File: src/shared/xbus_params.svh
// expansion bus interface constants: divisor codes, state counts, bit spots
// assumes inclusion from the package and the design file only
`ifndef XBUS_PARAMS_SVH
`define XBUS_PARAMS_SVH
`define XB_DIV_W          4
`define XB_DIV_CODE0      4'h2
`define XB_DIV_CODE1      4'h3
`define XB_DIV_CODE2      4'h4
`define XB_DIV_CODE3      4'h5
`define XB_CNT_ONE        4'h1
`define XB_CNT_ZERO       4'h0
`define XB_WAIT_W         3
`define XB_WAIT_8BIT      3'h4
`define XB_WAIT_16BIT     3'h1
`define XB_WAIT_ZERO      3'h0
`define XB_WAIT_ONE       3'h1
`define XB_ADDR_W         24
`define XB_MEG_BIT        20
`define XB_ADDR_TOP       23
`define XB_ROM_BASE       24'h0e0000
`define XB_ROM_MASK       24'hfe0000
`define XB_REFRESH_NS     15900
`define XB_REFRESH_SLOW_NS 63600
`endif

File: src/shared/xbus_pkg.sv
// expansion bus interface types: cycle kinds, state codes, request bundle
// assumes xbus_params.svh is on the include path
`include "xbus_params.svh"
package xbus_pkg;
  typedef enum logic [2:0] {
    cyc_mem_rd = 3'h0,
    cyc_mem_wr = 3'h1,
    cyc_io_rd  = 3'h2,
    cyc_io_wr  = 3'h3,
    cyc_int_ack_n   = 3'h4
  } cyc_kind_e;

  typedef enum logic [3:0] {
    st_idle  = 4'h1,
    st_addr  = 4'h2,
    st_cmd   = 4'h4,
    st_end   = 4'h8
  } xbus_state_e;

  // one cpu request to the expansion bus
  typedef struct packed {
    cyc_kind_e                  kind;
    logic [`XB_ADDR_TOP:0]      addr;
    logic                       bhe;   // upper byte used
  } cpu_req_s;

  // state of bidirectional pins as the bus shows them
  typedef struct packed {
    logic addr0;
    logic gated_addr_bit20;
    logic bhe_n;
    logic m16_n;
    logic refresh_n;
    logic [3:0] cmd_n;  // io_read_strobe_n, io_write_strobe_n, mrd, mwr
  } pin_in_s;
endpackage : xbus_pkg

File: src/rtl/expansion_bus_interface.sv
// expansion bus interface of the system controller: cpu cycles out to
// 16-bit style bus, pin turnaround for dma and bus masters, refresh, nmi.
// assumes i_clk is the master 2x clock and inputs are synchronous to it;
// arbitration decides i_dma_cycle / i_master_cycle ahead of the cycle.
// Function
// - drive address bit 0 except master or 8-bit dma cycles, then sample
// - channel ready low stretches the memory or io cycle with wait states
// - zero wait request ends the bus cycle with no further waits
// - wide io slave during io cycle makes a single 16-bit access
// - wide memory slave sampled, driven when master accesses local memory
// - drive gated address bit 20, release during master cycles
// - drive command strobes, float and sample them in master and dma cycles
// - assert low megabyte select for memory addresses below one megabyte
// - pulse address latch at cpu cycle start, high in non-cpu cycles
// - byte high enable for upper byte, released in master cycles
// - drive interrupt acknowledge during cpu acknowledge cycles
// - rom width 8 or 16 bits chosen by wide memory slave input
// - cpu rom enable from middle of first t2 to half state after last t2
// - non-cpu rom select follows the memory read command while the master memory read input is high
// - buffer direction high toward expansion bus, low back per lane
// - enable data buffer during cpu accesses to the expansion bus
// - channel check is an uncorrectable error and an nmi source
// - drive refresh output in own refresh, input in dma or master
// - channel check raises nmi only with its control enable set
// - bus clock from 2x clock, one of four divisors by 2-bit field
`timescale 1ns/100ps
`include "xbus_params.svh"
module expansion_bus_interface (
  input  wire logic                  i_clk,
  input  wire logic                  i_srst,
  input  wire logic [1:0]            i_clk_div_sel,
  input  wire logic                  i_cpu_req,
  input  wire xbus_pkg::cpu_req_s    i_cpu,
  output logic                       o_cpu_done,
  input  wire logic                  i_dma_cycle,
  input  wire logic                  i_dma_8bit,
  input  wire logic                  i_master_cycle,
  input  wire logic                  i_master_local_mem,
  input  wire logic                  i_master_mem_rd,
  input  wire logic                  i_refresh_req,
  input  wire logic                  i_channel_ready_in,
  input  wire logic                  i_no_wait_req_n,
  input  wire logic                  i_io_wide_slave_n,
  input  wire logic                  i_channel_check_n,
  input  wire logic                  i_chk_nmi_en,
  input  wire logic                  i_parity_err,
  input  wire logic                  i_gate_a20,
  input  wire xbus_pkg::pin_in_s     i_pins,
  output xbus_pkg::pin_in_s          o_pins,
  output xbus_pkg::pin_in_s          o_pins_oe,
  output logic                       o_bus_clk,
  output logic                       o_addr_latch_n,
  output logic                       o_int_ack_n,
  output logic                       o_low_meg_select_n,
  output logic                       o_bios_rom_select_n,
  output logic                       o_bios_rom_out_en_n,
  output logic                       o_buf_dir_low_byte,
  output logic                       o_buf_dir_high_byte,
  output logic                       o_data_buf_enable_n,
  output logic                       o_wide_access,
  output logic                       o_nmi,
  output logic                       o_chk_error
);
  import xbus_pkg::*;

  // returns divisor code for the two-bit clock selection
  function automatic logic [`XB_DIV_W-1:0] div_of(input logic [1:0] sel);
    unique case (sel)
      2'h0: div_of = `XB_DIV_CODE0;
      2'h1: div_of = `XB_DIV_CODE1;
      2'h2: div_of = `XB_DIV_CODE2;
      default: div_of = `XB_DIV_CODE3;
    endcase
  endfunction : div_of

  // true when the address falls in the bios rom window
  function automatic logic is_rom(input logic [`XB_ADDR_TOP:0] a);
    is_rom = ((a & `XB_ROM_MASK) == `XB_ROM_BASE);
  endfunction : is_rom

  logic [`XB_DIV_W-1:0]  div_cnt_r;
  logic                  bclk_r;
  logic                  bclk_rise;
  logic                  bclk_fall;
  xbus_state_e           state_r;
  cpu_req_s              req_r;
  logic [`XB_WAIT_W-1:0] wait_r;
  logic                  wide_r;
  logic                  first_cmd_r;
  logic                  rom_oe_r;
  logic                  refresh_r;
  logic                  ext_cycle;
  logic                  cmd_active;
  logic                  is_mem;
  logic                  is_io;

  // bus clock divider; each half period lasts div_of counts of i_clk
  always_ff @(posedge i_clk) begin
    if (i_srst) begin
      div_cnt_r <= `XB_CNT_ZERO;
      bclk_r    <= 1'b0;
    end else if (div_cnt_r >= div_of(i_clk_div_sel) - `XB_CNT_ONE) begin
      div_cnt_r <= `XB_CNT_ZERO;
      bclk_r    <= ~bclk_r;
    end else begin
      div_cnt_r <= div_cnt_r + `XB_CNT_ONE;
    end
  end
  assign bclk_rise = (div_cnt_r >= div_of(i_clk_div_sel) - `XB_CNT_ONE)
                     && !bclk_r;
  assign bclk_fall = (div_cnt_r >= div_of(i_clk_div_sel) - `XB_CNT_ONE)
                     && bclk_r;
  assign o_bus_clk = bclk_r;

  assign ext_cycle  = i_dma_cycle | i_master_cycle;
  assign is_mem     = (req_r.kind == cyc_mem_rd) || (req_r.kind == cyc_mem_wr);
  assign is_io      = (req_r.kind == cyc_io_rd) || (req_r.kind == cyc_io_wr);
  assign cmd_active = (state_r == st_cmd);

  // cpu cycle sequencer, advanced only on bus clock rising edges
  // while idle a cpu request is refused during an external cycle or a refresh request
  always_ff @(posedge i_clk) begin
    if (i_srst) begin
      state_r     <= st_idle;
      req_r       <= '0;
      wait_r      <= `XB_WAIT_ZERO;
      wide_r      <= 1'b0;
      first_cmd_r <= 1'b0;
    end else if (bclk_rise) begin
      unique case (state_r)
        st_idle: begin
          if (i_cpu_req && !ext_cycle && !i_refresh_req) begin
            req_r   <= i_cpu;
            state_r <= st_addr;
          end
        end
        st_addr: begin
          // width picked from slave indications at command start
          wide_r      <= (is_io && !i_io_wide_slave_n) ||
                         (is_mem && !i_pins.m16_n);
          wait_r      <= ((is_io && !i_io_wide_slave_n) ||
                          (is_mem && !i_pins.m16_n)) ?
                         `XB_WAIT_16BIT : `XB_WAIT_8BIT;
          first_cmd_r <= 1'b1;
          state_r     <= st_cmd;
        end
        st_cmd: begin
          first_cmd_r <= 1'b0;
          if (!i_no_wait_req_n) begin
            state_r <= st_end;
          end else if (!i_channel_ready_in) begin
            state_r <= st_cmd;
          end else if (wait_r == `XB_WAIT_ZERO) begin
            state_r <= st_end;
          end else begin
            wait_r <= wait_r - `XB_WAIT_ONE;
          end
        end
        st_end: state_r <= st_idle;
      endcase
    end
  end
  assign o_cpu_done    = (state_r == st_end) && bclk_rise;
  assign o_wide_access = wide_r;

  // rom output enable: set half a state into the first t2, dropped half a state after the last t2
  always_ff @(posedge i_clk) begin
    if (i_srst) begin
      rom_oe_r <= 1'b0;
    end else if (bclk_fall && cmd_active && first_cmd_r) begin
      rom_oe_r <= is_rom(req_r.addr) && (req_r.kind == cyc_mem_rd);
    end else if (bclk_fall && state_r == st_end) begin
      rom_oe_r <= 1'b0;
    end
  end

  // refresh indication asserted for our own refresh requests
  always_ff @(posedge i_clk) begin
    if (i_srst) begin
      refresh_r <= 1'b0;
    end else begin
      refresh_r <= i_refresh_req && !ext_cycle && (state_r == st_idle);
    end
  end

  // pin outputs; data levels from flops or the sequencer state
  always_comb begin
    o_pins           = '1;
    o_pins.addr0     = req_r.addr[0];
    o_pins.gated_addr_bit20      = i_gate_a20 & req_r.addr[`XB_MEG_BIT];
    o_pins.bhe_n     = !(req_r.bhe && (state_r != st_idle));
    o_pins.m16_n     = 1'b0; // local memory is 16 bits wide
    o_pins.refresh_n = !refresh_r;
    o_pins.cmd_n[3]  = !(cmd_active && req_r.kind == cyc_io_rd);
    o_pins.cmd_n[2]  = !(cmd_active && req_r.kind == cyc_io_wr);
    o_pins.cmd_n[1]  = !(cmd_active && req_r.kind == cyc_mem_rd);
    o_pins.cmd_n[0]  = !(cmd_active && req_r.kind == cyc_mem_wr);
  end

  // enables: strobes and refresh released for every external cycle while its dma or master flag is high
  always_comb begin
    o_pins_oe           = '0;
    o_pins_oe.addr0     = !i_master_cycle &&
                          !(i_dma_cycle && i_dma_8bit);
    o_pins_oe.gated_addr_bit20      = !i_master_cycle;
    o_pins_oe.bhe_n     = !i_master_cycle;
    o_pins_oe.m16_n     = i_master_cycle && i_master_local_mem;
    o_pins_oe.refresh_n = !ext_cycle;
    o_pins_oe.cmd_n     = ext_cycle ? 4'h0 : 4'hf;
  end

  // cpu-side strobes and buffer steering
  assign o_addr_latch_n      = ext_cycle ? 1'b1 :
                               !(state_r == st_addr);
  assign o_int_ack_n         = !(cmd_active && req_r.kind == cyc_int_ack_n);
  assign o_low_meg_select_n  = !(is_mem && state_r != st_idle &&
                               !(|req_r.addr[`XB_ADDR_TOP:`XB_MEG_BIT]));
  assign o_bios_rom_out_en_n = !rom_oe_r;
  assign o_bios_rom_select_n = ext_cycle ?
                               !(i_master_mem_rd && !i_pins.cmd_n[1]) :
                               !(rom_oe_r);
  // write or io write: toward bus; reads: back to peripheral bus
  assign o_buf_dir_low_byte  = (req_r.kind == cyc_mem_wr) ||
                               (req_r.kind == cyc_io_wr);
  assign o_buf_dir_high_byte = o_buf_dir_low_byte;
  assign o_data_buf_enable_n = !(!ext_cycle && state_r != st_idle);

  // channel check: error flag always, nmi only when enabled
  assign o_chk_error = !i_channel_check_n;
  assign o_nmi       = i_parity_err ||
                       (!i_channel_check_n && i_chk_nmi_en);
endmodule : expansion_bus_interface

File: config.mk
export PLATFORM = sky130hd
export DESIGN_NAME = expansion_bus_interface
export DESIGN_NICKNAME = d
export VERILOG_FILES = /design/src/shared/xbus_pkg.sv /design/src/rtl/expansion_bus_interface.sv
export VERILOG_INCLUDE_DIRS = /design/src /design/src/shared
export SDC_FILE = /design/constraint.sdc
export NUM_CORES = 1
export LEC_CHECK = 0
export BUFFER_PORTS_ARGS = -buffer_cell sky130_fd_sc_hd__buf_4
export CAP_MARGIN = 20
export CORE_MARGIN = 2
export CORE_UTILIZATION = 45
export DETAILED_ROUTE_END_ITERATION = 7
export PLACE_DENSITY = 0.8
export SLEW_MARGIN = 15
export SYNTH_ARGS = -nofsm -noshare
export SYNTH_HDL_FRONTEND = slang
export SYNTH_SLANG_ARGS = --single-unit
File: constraint.sdc
create_clock -name i_clk -period 3.1 [get_ports i_clk]
set_clock_uncertainty 0.05 [all_clocks]
set_input_delay 0.62 -clock i_clk [delete_from_list [all_inputs] [get_ports i_clk]]
set_output_delay 0.62 -clock i_clk [all_outputs]
set_load 0.02 [all_outputs]
Word level (Yosys, flattened, before mapping)
Cells that the tools add are included.
- register bits: 44
- latch bits: 0
- RAM bits: 0
- ROM bits: 0
- output and inout port bits: 31
- word-level logic and storage cells: 121
- memories: 0
- add/subtract/negate cells: 4
- multiply operators: 0
- divide/modulo/power cells: 0
- $lt $le $gt $ge: 2
- equality and inequality tests: 17
- shift-type cells: 0
- mux-type cells: 18
- bitwise gates (word level): 3
- reduce and logical (&&, ||, !) cells: 66
- operator list (operator ; number):
    1-bit logical AND ; 27
    4-bit 2-to-1 mux ; 6
    1-bit zero test ; 22
    4-bit case mux with 4 select lines ; 1
    3-bit 2-to-1 mux ; 4
    3-bit case mux with 3 select lines ; 1
    4-bit greater-or-equal comparator ; 2
    2-bit != test (second input constant) ; 4
    4-bit by 1-bit subtractor with 4-bit output (second input constant) ; 2
    7-bit by 3-bit == test with 1-bit output (second input constant) ; 1
    3-bit by 2-bit == test with 1-bit output (second input constant) ; 2
    3-bit zero test ; 2
    3-bit case mux with 2 select lines ; 1
    3-bit AND reduction ; 2
    1-bit logical OR ; 5
    5-bit AND reduction ; 1
    4-bit by 1-bit adder with 4-bit output (second input constant) ; 1
    4-bit by 1-bit == test with 1-bit output (second input constant) ; 1
    4-bit by 2-bit == test with 1-bit output (second input constant) ; 1
    4-bit by 3-bit == test with 1-bit output (second input constant) ; 1
    4-bit == test (second input constant) ; 1
    1-bit 2-to-1 mux ; 4
    4-bit by 1-bit != test with 1-bit output (second input constant) ; 1
    4-bit by 3-bit != test with 1-bit output (second input constant) ; 1
    other kinds (14) ; 16

Logic depth before layout (Yosys ltp)
- word-level depth: 8
- depth in mapped cells: 11

Worst setup path after synthesis
Ideal clock, no wire load.
- path type: input to output
- start: in i_clk_div_sel[1]
- end: out o_cpu_done
- data arrival time: 2.288 ns
- setup slack: 0.142 ns
- cell stages on the path: 8
- cells stage by stage: inv_1 ha_1 nor2_1 ha_1 nand2b_1 a2111oi_4 nor3_1 and3_1
- longest elaborated chain between the ends: 6
- elaborated cells between the ends (all ways): 8
- classes of those cells: add/sub: 1; order compare: 1; eq/ne: 2; mux: 1; reduce/logical: 3
- RTL lines (item ; line ; text):
    start, declared ; expansion_bus_interface.sv:31 ; input wire logic [1:0] i_clk_div_sel,
    2-bit == test (tied with other cells) ; expansion_bus_interface.sv:68 ; unique case (sel)
    3-bit case mux with 3 select lines * ; expansion_bus_interface.sv:68 ;
    4-bit by 1-bit subtractor with 4-bit output (no source line) * ; - ;
    4-bit greater-or-equal comparator (no source line) * ; - ;
    1-bit logical AND * ; expansion_bus_interface.sv:109 ; assign bclk_rise = (div_cnt_r >= div_of(i_clk_div_sel) - `XB_CNT_ONE)
    1-bit logical AND * ; expansion_bus_interface.sv:163 ; assign o_cpu_done = (state_r == st_end) && bclk_rise;
    end, declared ; expansion_bus_interface.sv:34 ; output logic o_cpu_done,
Every way passes the cells marked *; elsewhere a longest branch is shown, timed or not.

Worst setup path after layout
- start: in i_clk_div_sel[0]
- end: out o_cpu_done
The elaborated chain is that of the path after synthesis.

==> impl_metrics.json <==
{
  "ys.flop_type": "dfxtp_1",
  "status": "completed",
  "num_io_pins": 86,
  "num_antenna_cells": 0,
  "hold_viol": 0,
  "synth_cells": 187,
  "postCtsHoldBufs": 0,
  "min_period_ns": 2.96,
  "p_seq_share_pct": 42.9,
  "synth_area_leader_cell": "dfxtp_1",
  "power_frac_clock_pct": 30.2,
  "placed_cell_area_sq_mm": 0.00212,
  "rsz0062_at_grt": "no",
  "finalSetupViolations": 0,
  "finalWeightedCongestion": 0.813,
  "tritoncts": "yes",
  "dieWidth_um": 64.7,
  "via_per_inst": 5.19,
  "design_area_sq_mm": 0.00219,
  "start_util_pct": 46.0,
  "synth-seq-area-share_pct": 33.8,
  "syn_to_final_growth_pct": 32.1,
  "worstPathRequired_ns": 2.43,
  "netlist_area_sq_mm": 0.00166,
  "hp-start": "o_wide_access",
  "htree_num_levels": 1,
  "ir_worst_vdd_mv": 0.358,
  "clk_latency_ns": 0.28,
  "die_height_um": 64.7,
  "synth_warnings": 0,
  "clkTransAtPathRegs_ns": 0.09,
  "cts_made_buffers": 3,
  "worstPathMaxFanout": 4,
  "grt_pass1_vias": 1342,
  "clockRootBuffer": "clkbuf_8",
  "grt_pass1_wl_mm": 5.80,
  "ys_ff_latch": 28,
  "timing.rr.start": "state_r[0]",
  "finalWirelength_mm": 3.64,
  "rrSetupSlack_ns": 0.50,
  "hold_path_class": "flop to flop",
  "drive_gt1_share_pct": 32.2,
  "tns_ns": 0,
  "drt_iter0_drc": 39,
  "switching_share_pct": 28.9,
  "cp.arrival_ns": 2.29,
  "end_kind": "output port",
  "leakage_nw": 0.950,
  "cts_resized": 0,
  "worstRegToRegCells": 5,
  "grt_max_degree": 31,
  "drc": 0,
  "synth_enable_flop_cells": 0,
  "antenna_found_initial": 0,
  "intPower_mw": 0.677,
  "postCtsSetupRepairBufs": 0,
  "row_count": 22,
  "synth.avg_cell_area_sq_um": 8.88,
  "ant_nets": 0,
  "fin_crit_sh_pct": 95.6,
  "ctsLongestPathBuffers": 2,
  "finalMaxSlewViolations": 0,
  "tightest_slew_ns": 1.01,
  "holdPathStages": 2,
  "core_area_sq_mm": 0.00361,
  "die_area_sq_mm": 0.00419,
  "drv_cap": 0,
  "synth_cell_types": 42,
  "worstSetupPathType": "input pin to output port",
  "p_switching_mw": 0.275,
  "ys_top_cells_by_area": "dfxtp_1 34%, mux2i_1 9.6%, ha_1 9.0%, nor2_1 6.8%, buf_4 3.6%",
  "slew_headroom_pct": 32.2,
  "r2r_end": "req_r[26]",
  "hold_end": "o_wide_access",
  "powerDensity_mw_per_mm2": 434,
  "layout.nets": 310,
  "combinationalPowerShare_pct": 26.8,
  "wl_per_cell_um": 12.5,
  "drtPass1Iterations": 4,
  "clock_sinks": 28,
  "yosys.area.top_type_share_pct": 33.8,
  "cp-start-kind": "input pin",
  "port_buffers": 61,
  "postSynth.asyncResetShare_pct": 0,
  "dpl.hpwl_mm": 2.83,
  "grt_use_total_pct": 17.5,
  "gr-total-overflow": 0,
  "syn-num-nets": 254,
  "vias": 1505,
  "max_freq_mhz": 338
}
==> through the flow <==
step | cells | power, mW | hold WS, ns | setup WS (ns) | util, %
after floorplan | 187 | 0.575 | 0.401 | 0.142 | -
after global placement | 286 | 0.665 | 0.414 | 0.0501 | 58.7
after detailed placement | 286 | 0.671 | 0.426 | 0.0535 | 58.7
after CTS | 290 | 0.959 | 0.440 | 0.0586 | 60.7
after global routing | 290 | 1.00 | 0.472 | 0.00171 | 60.8
final | 290 | 0.952 | 0.439 | 0.137 | 60.8
==> cells in the final DEF (no fill, tap or decap), types with 2 or more instances in the layout <==
master	instances
nand2_1	11
or3_1	2
or4b_1	2
nor3_1	7
nand3_1	3
mux2i_1	16
a211oi_1	3
a21oi_1	7
nand3b_1	4
ha_1	12
nor2_2	2
buf_4	65
inv_1	15
nor2_1	28
clkbuf_8	3
xnor2_1	2
nor3b_1	3
nor4b_2	2
nor2b_1	4
and2_1	2
dfxtp_1	28
==> worst max path at each step <==
stage	startpoint	endpoint	cells after the start
3_3_place_gp	i_clk_div_sel[0]	o_cpu_done	10
4_1_cts	i_clk_div_sel[0]	o_cpu_done	10
6_report	i_clk_div_sel[0]	o_cpu_done	9
3_5_place_dp	i_clk_div_sel[1]	req_r[26]	11
5_1_grt	i_clk_div_sel[1]	o_cpu_done	10
2_1_floorplan	i_clk_div_sel[1]	o_cpu_done	8
==> final cells by class <==
cell class | count | area [sq um]
Clock buffer | 3 | 41.3
Fill cell | 319 | 1410
Sequential cell | 28 | 561
Tap cell | 48 | 60.1
Multi-Input combinational cell | 130 | 957
Timing Repair Buffer | 65 | 488
Inverter | 15 | 56.3
Clock inverter | 1 | 30.0
==> critical path: stages <==
cell	delay, ns
buf_4	0.12
ha_1	0.20
nor2_2	0.12
ha_1	0.23
nand2b_1	0.17
a2111oi_4	0.37
nor3_1	0.11
and3_1	0.20
buf_4	0.16
==> power groups by stage <==
stage               Sequential [mW]  Clock, mW  Combinational (mW)
finish                        0.409      0.288               0.256
global route                  0.413      0.313               0.280
CTS                           0.408      0.295               0.256
detailed placement            0.416          0               0.255
global placement              0.415          0               0.250
floorplan                     0.405          0               0.170
==> cell families (layout without fill, tap and decap cells) <==
logic type               after synthesis  in the layout  share of synthesized area [%]
AND/OR/NAND/NOR                       78             78                           27.3
flip-flops                            28             28                           33.8
AO/OA/AOI/OAI                         20             20                           9.57
XOR/XNOR                               3              3                           1.58
multiplexers                          16             16                           9.65
other                                  1              1                          0.226
buffers and inverters                 29             84                           8.89
adder cells (fa/ha/maj)               12             12                           9.04
==> state kept, by name (all words and copies together) (netlist names) <==
register	flops
req_r	11
div_cnt_r	4
state_r	4
wait_r	3
first_cmd_r	1
o_bus_clk	1
o_pins	1
o_wide_access	1
refresh_r	1
rom_oe_r	1
==> layer usage <==
layer | global-route usage (%) | share of wire [%] | up-vias
li1 | - | - | 749
met1 | 20.3 | 43 | 690
met2 | 31.2 | 49 | 60
met3 | 4.86 | 7.5 | 6
met4 | 4.79 | 1.2 | 0
met5 | 0 | 0 | -
==> synthesized netlist by cell type, types with 2 or more instances <==
master / n
ha_1: 12
or3_1: 2
nand2_1: 11
dfxtp_1: 28
a21oi_1: 7
mux2i_1: 16
nor3_1: 7
xnor2_1: 2
nand3b_1: 4
inv_1: 15
buf_4: 8
nor4b_2: 2
nor3b_1: 3
nor2_1: 30
nor2b_1: 4
a211oi_1: 3
and2_1: 2
clkbuf_1: 4
or4b_1: 2
nand3_1: 3
(Power assumes the default switching activity.)
